File: config.mk
export PLATFORM = sky130hd
export DESIGN_NAME = register_preload_and_read_lock
export DESIGN_NICKNAME = d
export VERILOG_FILES = /design/src/rtl/preload_pkg.sv /design/src/rtl/register_preload_and_read_lock.sv /design/src/rtl/register_pair_cell.sv
export SDC_FILE = /design/constraint.sdc
export NUM_CORES = 1
export LEC_CHECK = 0
export BUFFER_PORTS_ARGS = -buffer_cell sky130_fd_sc_hd__buf_4
export CORE_MARGIN = 2
export CORE_UTILIZATION = 43
export CTS_BUF_LIST = sky130_fd_sc_hd__clkbuf_16
export CTS_CLUSTER_DIAMETER = 100
export CTS_CLUSTER_SIZE = 24
export DETAILED_ROUTE_END_ITERATION = 10
export HOLD_SLACK_MARGIN = 0.06
export PLACE_DENSITY_LB_ADDON = 0.25
export RECOVER_POWER = 25
export SYNTH_ARGS = -nofsm -noshare
export SYNTH_HDL_FRONTEND = slang
export SYNTH_SLANG_ARGS = --single-unit
File: constraint.sdc
create_clock -name clock -period 1.73 [get_ports clock]
set_input_delay 0 -clock clock [delete_from_list [all_inputs] [get_ports clock]]
set_output_delay 0 -clock clock [all_outputs]
set_load 0.01 [all_outputs]
File: src/rtl/preload_pkg.sv
// constants and types shared by the preload and read-lock logic
package preload_pkg;
  // output cells in the device, each holding a pair of registers
  localparam int NUM_CELLS = 10;
  localparam int REGS_PER_CELL = 2;
  localparam int TOTAL_REGS = NUM_CELLS * REGS_PER_CELL;
  // register contents after reset
  localparam logic REG_RESET_VALUE = 1'h0;
  // read-lock state after reset, before the stored fuse is sampled
  localparam logic LOCK_RESET_VALUE = 1'h0;
  // level that a locked fuse reads back as
  localparam logic FUSE_PROGRAMMED = 1'h1;
  // select pin level that picks the first register of a pair
  localparam logic SELECT_FIRST = 1'h0;
  // clock period and cycles from verify request to answer
  localparam int CLOCK_PERIOD_NS = 4;
  localparam int VERIFY_LATENCY = 1;

  // operating mode, gray coded
  typedef enum logic [1:0] {
    MODE_NORMAL = 2'h0,
    MODE_PRELOAD = 2'h1
  } mode_t;
endpackage

File: src/rtl/register_preload_and_read_lock.sv
// test access: read-lock fuse readback and register preload for all output cells
`timescale 1ns/1ns
`default_nettype none
module register_preload_and_read_lock
  import preload_pkg::*;
#(
  parameter int CELLS = NUM_CELLS
)(
  input wire logic clock,
  input wire logic resetn,
  input wire logic hv_entry,
  input wire logic clock_term,
  input wire logic select_pin,
  input wire logic [CELLS-1:0] io_in,
  input wire logic [CELLS-1:0] sum_term0,
  input wire logic [CELLS-1:0] sum_term1,
  input wire logic [CELLS-1:0] polarity,
  input wire logic [CELLS-1:0] oe_term,
  output logic [CELLS-1:0] io_out,
  output logic [CELLS-1:0] io_oe,
  output logic [CELLS-1:0] feedback0,
  output logic [CELLS-1:0] feedback1,
  output logic preload_active,
  input wire logic verify_req,
  input wire logic fuse_bit,
  input wire logic lock_program,
  input wire logic lock_stored,
  output logic verify_valid,
  output logic verify_data,
  output logic lock_active
);
  import preload_pkg::*;

  // mode state
  mode_t mode_reg;
  mode_t mode_next;
  // clock term history for edge detection
  logic clock_term_reg;
  logic clock_term_next;
  logic load_pulse;
  // read-lock and verify state
  logic lock_reg;
  logic lock_next;
  logic verify_valid_reg;
  logic verify_valid_next;
  logic verify_data_reg;
  logic verify_data_next;
  // registered pin drive
  logic [CELLS-1:0] io_out_reg;
  logic [CELLS-1:0] io_out_next;
  logic [CELLS-1:0] q0;
  logic [CELLS-1:0] q1;

  // mode: preload only while the entry level stands
  always_comb begin
    mode_next = mode_reg;
    case (mode_reg)
      MODE_NORMAL: begin
        if (hv_entry) begin
          mode_next = MODE_PRELOAD;
        end
      end
      MODE_PRELOAD: begin
        // dropping the entry level ends preload at the next clock edge
        if (!hv_entry) begin
          mode_next = MODE_NORMAL;
        end
      end
      default: begin
        mode_next = MODE_NORMAL;
      end
    endcase
  end

  always_ff @(posedge clock or negedge resetn) begin
    if (!resetn) begin
      mode_reg <= MODE_NORMAL;
    end else begin
      mode_reg <= mode_next;
    end
  end

  assign preload_active = (mode_reg == MODE_PRELOAD);

  // rising edge of the clock term; pins are already synchronous
  always_comb begin
    clock_term_next = clock_term;
  end

  always_ff @(posedge clock or negedge resetn) begin
    if (!resetn) begin
      clock_term_reg <= 1'h0;
    end else begin
      clock_term_reg <= clock_term_next;
    end
  end

  assign load_pulse = clock_term & ~clock_term_reg;

  // twenty registers as ten pairs
  for (genvar i = 0; i < CELLS; i++) begin : g_cell
    register_pair_cell u_cell (
      .clock(clock),
      .resetn(resetn),
      .preload(preload_active),
      .load_pulse(load_pulse),
      .select(select_pin),
      .force_level(io_in[i]),
      .sum0(sum_term0[i]),
      .sum1(sum_term1[i]),
      .q0(q0[i]),
      .q1(q1[i])
    );
  end

  assign feedback0 = q0;
  assign feedback1 = q1;

  // pin drive: first register through the polarity, one cycle behind
  always_comb begin
    io_out_next = q0 ^ polarity;
  end

  always_ff @(posedge clock or negedge resetn) begin
    if (!resetn) begin
      io_out_reg <= '0;
    end else begin
      io_out_reg <= io_out_next;
    end
  end

  assign io_out = io_out_reg;
  // pins are released during preload so the tester can force them
  assign io_oe = preload_active ? '0 : oe_term;

  // read lock: sticky, set by programming or by the stored fuse
  always_comb begin
    lock_next = lock_reg | lock_program | lock_stored;
  end

  // verify answer uses the next lock value so programming acts at once
  always_comb begin
    verify_valid_next = verify_req;
    verify_data_next = verify_data_reg;
    if (verify_req) begin
      if (lock_next) begin
        verify_data_next = FUSE_PROGRAMMED;
      end else begin
        verify_data_next = fuse_bit;
      end
    end
  end

  always_ff @(posedge clock or negedge resetn) begin
    if (!resetn) begin
      lock_reg <= LOCK_RESET_VALUE;
      verify_valid_reg <= 1'h0;
      verify_data_reg <= 1'h0;
    end else begin
      lock_reg <= lock_next;
      verify_valid_reg <= verify_valid_next;
      verify_data_reg <= verify_data_next;
    end
  end

  assign lock_active = lock_reg;
  assign verify_valid = verify_valid_reg;
  assign verify_data = verify_data_reg;
endmodule
`default_nettype wire

File: src/rtl/register_pair_cell.sv
// one output cell: two registers with clock-term load and preload forcing
`timescale 1ns/1ns
`default_nettype none
module register_pair_cell
  import preload_pkg::*;
(
  input wire logic clock,
  input wire logic resetn,
  input wire logic preload,
  input wire logic load_pulse,
  input wire logic select,
  input wire logic force_level,
  input wire logic sum0,
  input wire logic sum1,
  output logic q0,
  output logic q1
);
  logic q0_reg; // first register of the pair
  logic q1_reg; // second register of the pair
  logic q0_next;
  logic q1_next;

  // next state: preload forces the raw pin level, else sum terms load
  always_comb begin
    q0_next = q0_reg;
    q1_next = q1_reg;
    if (load_pulse) begin
      if (preload) begin
        // pin level goes in untouched, output polarity plays no part
        if (select == SELECT_FIRST) begin
          q0_next = force_level;
        end else begin
          q1_next = force_level;
        end
        // the unselected register simply keeps its value
      end else begin
        // normal clocking, both registers take their sum terms
        q0_next = sum0;
        q1_next = sum1;
      end
    end
  end

  // storage only
  always_ff @(posedge clock or negedge resetn) begin
    if (!resetn) begin
      q0_reg <= REG_RESET_VALUE;
      q1_reg <= REG_RESET_VALUE;
    end else begin
      q0_reg <= q0_next;
      q1_reg <= q1_next;
    end
  end

  assign q0 = q0_reg;
  assign q1 = q1_reg;
endmodule
`default_nettype wire

**Yosys cells after proc, flatten, opt, wreduce, memory -nomap -nowiden**

Index checks and enable logic that the tools add are counted.

- Flip-flop bits (word level): 36
- Input port bits: 59
- Output and inout port bits: 44

- Multiplexer cells: 45
- Bitwise logic cells: 5
- Reduce and logical (&&, ||, !) cells: 4
- Eq/ne operators: 5

Operator list:

| kind | count |
|---|---|
| $mux 1 | 41 |
| $mux 10 | 1 |
| $xor 10x10->10 | 1 |
| $ne 2x2->1 const B | 4 |
| $reduce_and 2->1 | 3 |
| $mux 2 | 2 |
| $pmux 2 s2 | 1 |
| $eq 2x1->1 const B | 1 |
| $logic_not 2->1 | 1 |
| $or 1x1->1 | 2 |
| $and 1x1->1 | 1 |
| $not 1->1 | 1 |

**Depth between registers and ports, before layout**

- Depth after elaboration: 3
- Mapped depth: 4
- Depth with buffers taken out: 3

**By module**

A second synthesis with hierarchy kept.

- Cell total of the unflattened synthesis: 141
- Area total of the unflattened synthesis: 1615.3 um^2

Modules (own cells, without submodules):

| module | sequential area each (um^2) | instances | cells each | area each (um^2) |
|---|---|---|---|---|
| register_pair_cell | 50.0 | 10 | 10 | 105.1 |
| register_preload_and_read_lock | 375.4 | 1 | 41 | 564.3 |

**Worst setup path after synthesis**

Ideal clock, no wire load.

- Kind: reg-to-reg
- From: reg mode_reg[0]
- To: reg g_cell[0].u_cell.q1_reg
- Path buffers: 1
- Period minus slack after synthesis: 1.346 ns
- Library setup time: 0.125 ns
- Path slack: 0.384 ns
- Stages on the path, launching flop included: 5
- Data arrival time: 1.221 ns
- Path through: dfrtp_1 -> nor2b_4 -> nor3b_2 -> buf_6 -> mux2_4

- Word-level cells in the longest chain between the ends: 3
- Elaborated cells between the ends (all ways): 4
- Classes of those cells: eq/ne (2); mux (1); reduce/logical (1)

RTL lines:

| element | RTL line | text |
|---|---|---|
| start: declaration | register_preload_and_read_lock.sv:35 | `mode_t mode_reg;` |
| start signal: assignment | register_preload_and_read_lock.sv:79 | `mode_reg <= mode_next;` |
| $eq 2x1->1 (*) | register_preload_and_read_lock.sv:83 | `assign preload_active = (mode_reg == MODE_PRELOAD);` |
| $ne 2x2->1 (no line) | -- |  |
| $reduce_and 2->1 (no line) | -- |  |
| end signal: assignment | register_pair_cell.sv:51 | `q1_reg <= q1_next;` |
| end: declaration | register_pair_cell.sv:19 | `logic q1_reg;` |

Every way passes the cells marked *; elsewhere a longest branch is shown, timed or not.
A chain may end at the register's enable or synchronous reset.

**Worst setup path in the final report**

- From: reg mode_reg[0]
- To: reg g_cell[5].u_cell.q1_reg

- Word-level cells in the longest chain between the ends: 3
- Elaborated cells between the ends (all ways): 4
- Classes of those cells: eq/ne (2); mux (1); reduce/logical (1)

RTL lines:

| element | RTL line |
|---|---|
| $eq 2x1->1 (*) | register_preload_and_read_lock.sv:83 |
| $ne 2x2->1 (no line) | -- |
| $reduce_and 2->1 (no line) | -- |
| end signal: assignment | register_pair_cell.sv:51 |
| end: declaration | register_pair_cell.sv:19 |

Marked as above.

==> impl_metrics.env <==
export IMPL_firstDrtPassIters=4
export IMPL_synth_distinct_cells=19
export IMPL_area_growth_pct=55.77
export IMPL_slowest_stage="dfrtp_1"
export IMPL_place_ws_ns=0.2827
export IMPL_viasPerCell=4.495
export IMPL_grt_pass1_vias=1413
export IMPL_fill_cells=325
export IMPL_hp_class="input pin to register"
export IMPL_synth_simple_area_share_pct=8.674
export IMPL_ys_seq_area_share_pct=50.18
export IMPL_slew_viol_final=0
export IMPL_synth_adder_area_share_pct=0
export IMPL_rsz0062_at_grt="false"
export IMPL_max_freq_ghz=0.6872
export IMPL_hold_violations=0
export IMPL_num_rows=23
export IMPL_fin_crit_ns=1.455
export IMPL_reg2reg_depth=4
export IMPL_status="complete, no violations"
export IMPL_die_x_um=67.71
export IMPL_synth_top_family_by_area="buffers and inverters"
export IMPL_path_max_fanout=9
export IMPL_setup_viol=0
export IMPL_power_density_mw_per_mm2=964.3
export IMPL_route_detailed_drc=0
export IMPL_path_cells="nor2b_4 -> nor3b_2 -> buf_4 -> mux2_4"
export IMPL_final_common_cell="buf_4"
export IMPL_grt_total_usage_pct=19.38
export IMPL_antenna_cells=0
export IMPL_ctsRootBufferMaster="clkbuf_16"
export IMPL_cp_start_kind="register"
export IMPL_finalPower_uw=2622
export IMPL_slew_headroom_pct=43.86
export IMPL_drive_above_1_share_pct=49.05
export IMPL_synth_compound_area_share_pct=6.022
export IMPL_synthesis_area_mm2=0.001745
export IMPL_grt_max_degree=43
export IMPL_clk_latency_ns=0.27
export IMPL_antenna_left=0
export IMPL_clock_tree_htree_level_count=2
export IMPL_ioPinCount=103
export IMPL_dieHeight_um=67.71
export IMPL_nets=321
export IMPL_skew_ns=0.002432
export IMPL_dp_hpwl_um=3083
export IMPL_grt_pass1_wl_um=6348
export IMPL_synth_xor_area_share_pct=5.018
export IMPL_yosys_mux_area_fraction_pct=15.05
export IMPL_routed_wl_um=4204
export IMPL_routedWlPerCell_um=13.43
export IMPL_p_leak_uw=0.001419
export IMPL_instances_no_fill=313
export IMPL_syn_inst=160
export IMPL_antenna_found_initial=0
export IMPL_setup_ws_ns=0.2748
export IMPL_cts_clk_slew_worst_paths_ns=0.05
export IMPL_finalSetupTns_ns=0
export IMPL_placedCellCount=288
export IMPL_worst_pin_slew_ns=0.8420
export IMPL_vias=1407
export IMPL_grt_ovfl_total=0
export IMPL_gp_congestion=0.7402
export IMPL_die_area_mm2=0.004585
export IMPL_clock_sinks=35
export IMPL_maxCapViolations=0
export IMPL_final_cell_mix="100 x buf_4, 35 x dfrtp_1, 22 x inv_1"
export IMPL_core_mm2=0.003943
export IMPL_cts_buffers_inserted=5
export IMPL_cts_tree="yes"
export IMPL_crit_type="register to register"
export IMPL_io_buffers=102
export IMPL_fin_hold_ws_ns=0.08978
export IMPL_max_stage_delay_ns=0.41
export IMPL_min_path_cells=4
export IMPL_drt_iter0_markers=105
export IMPL_critPathCaptureType="register"
export IMPL_ys_ff_latch=35
export IMPL_ir_drop_mv=0.3892
export IMPL_ctsLongestPathBuffers=2
export IMPL_yosysWarningCount=0
export IMPL_postSynthAreaPerCell_um2=10.91
export IMPL_fin_crit_sh_pct=84.11
export IMPL_synth_net_count=219
export IMPL_worstPathArrival_ns=1.61
export IMPL_start_util_pct=44.27
export IMPL_required_ns=1.89
[cell usage after synthesis]
| master | n | area, µm² |
|---|---|---|
| xor2_1 | 10 | 87.58 |
| nor2b_4 | 1 | 13.76 |
| nand2_1 | 11 | 41.29 |
| dfrtp_1 | 35 | 875.8 |
| or3_1 | 1 | 6.260 |
| nor2_1 | 2 | 7.510 |
| nand3b_1 | 1 | 7.510 |
| clkbuf_1 | 3 | 11.26 |
| buf_2 | 3 | 15.01 |
| o21ai_0 | 20 | 100.1 |
| buf_4 | 20 | 150.1 |
| buf_6 | 1 | 11.26 |
| mux2_2 | 8 | 90.09 |
| mux2_4 | 10 | 150.1 |
| nor2b_1 | 10 | 62.56 |
| mux2_1 | 2 | 22.52 |
| nor3b_2 | 1 | 12.51 |
| inv_1 | 20 | 75.07 |
| a21oi_1 | 1 | 5.000 |
[layer usage]
layer	track usage, %	vias up	routed length, µm
li1	-	685	-
met1	20.85	632	1673
met2	33.70	84	1980
met3	8.333	6	490
met4	6.888	0	60
met5	0	-	0
[critical path: cells and delay by family, from the launching register on]
kind | cells | cell delay (ns)
flip-flops | 1 | 0.41
AND/OR/NAND/NOR | 2 | 0.35
buffers and inverters | 1 | 0.25
multiplexers | 1 | 0.32
[power by group]
group | internal [µW] | switching [µW]
registers | 976 | 101
logic | 451 | 272
clock network | 519 | 304
[area by class of cell]
cell class                      count  area [µm²]  area share [%]
Clock inverter                      3       12.51          0.4602
Timing Repair Buffer              122       960.9           35.34
Multi-Input combinational cell     78       606.8           22.32
Sequential cell                    35       875.8           32.21
Inverter                           20       75.07           2.761
Tap cell                           50       62.56           2.301
Clock buffer                        5       125.1           4.602
[path summary, 6_finish.rpt]
check | from | to | slack [ns]
max | mode_reg[0] | g_cell[5].u_cell.q1 | 0.27
min | io_in[9] | g_cell[9].u_cell.q0 | 0.09
max reg2reg | mode_reg[0] | g_cell[5].u_cell.q1 | 0.27
min reg2reg | g_cell[2].u_cell.q0 | io_out[2] | 0.50
max in group asynchronous | resetn | mode_reg[0] | 0.83
min in group asynchronous | resetn | io_out[3] | 0.37
[logic make-up (layout without fill, tap and decap cells)]
group | after synthesis | in the layout
buffers and inverters | 47 | 150
flip-flops | 35 | 35
multiplexers | 20 | 20
AND/OR/NAND/NOR | 27 | 27
AO/OA/AOI/OAI | 21 | 21
XOR/XNOR | 10 | 10
[what timing repair did]
item / CTS / global route
setup buffers: 0 / 0
hold endpoints to repair: 50 / 0
gates resized for setup: 0 / 0
endpoints found under the setup margin: 0 / 0
hold buffers: 17 / 0
[through the flow]
stage                     area [µm²]  utilization, %
final                           2719           68.96
after global routing            2719           68.96
after CTS                       2729           69.22
after detailed placement        2421           61.41
after global placement          2421           61.41
after floorplan                 1745               -
No activity file was read; power rests on OpenSTA's default activity.
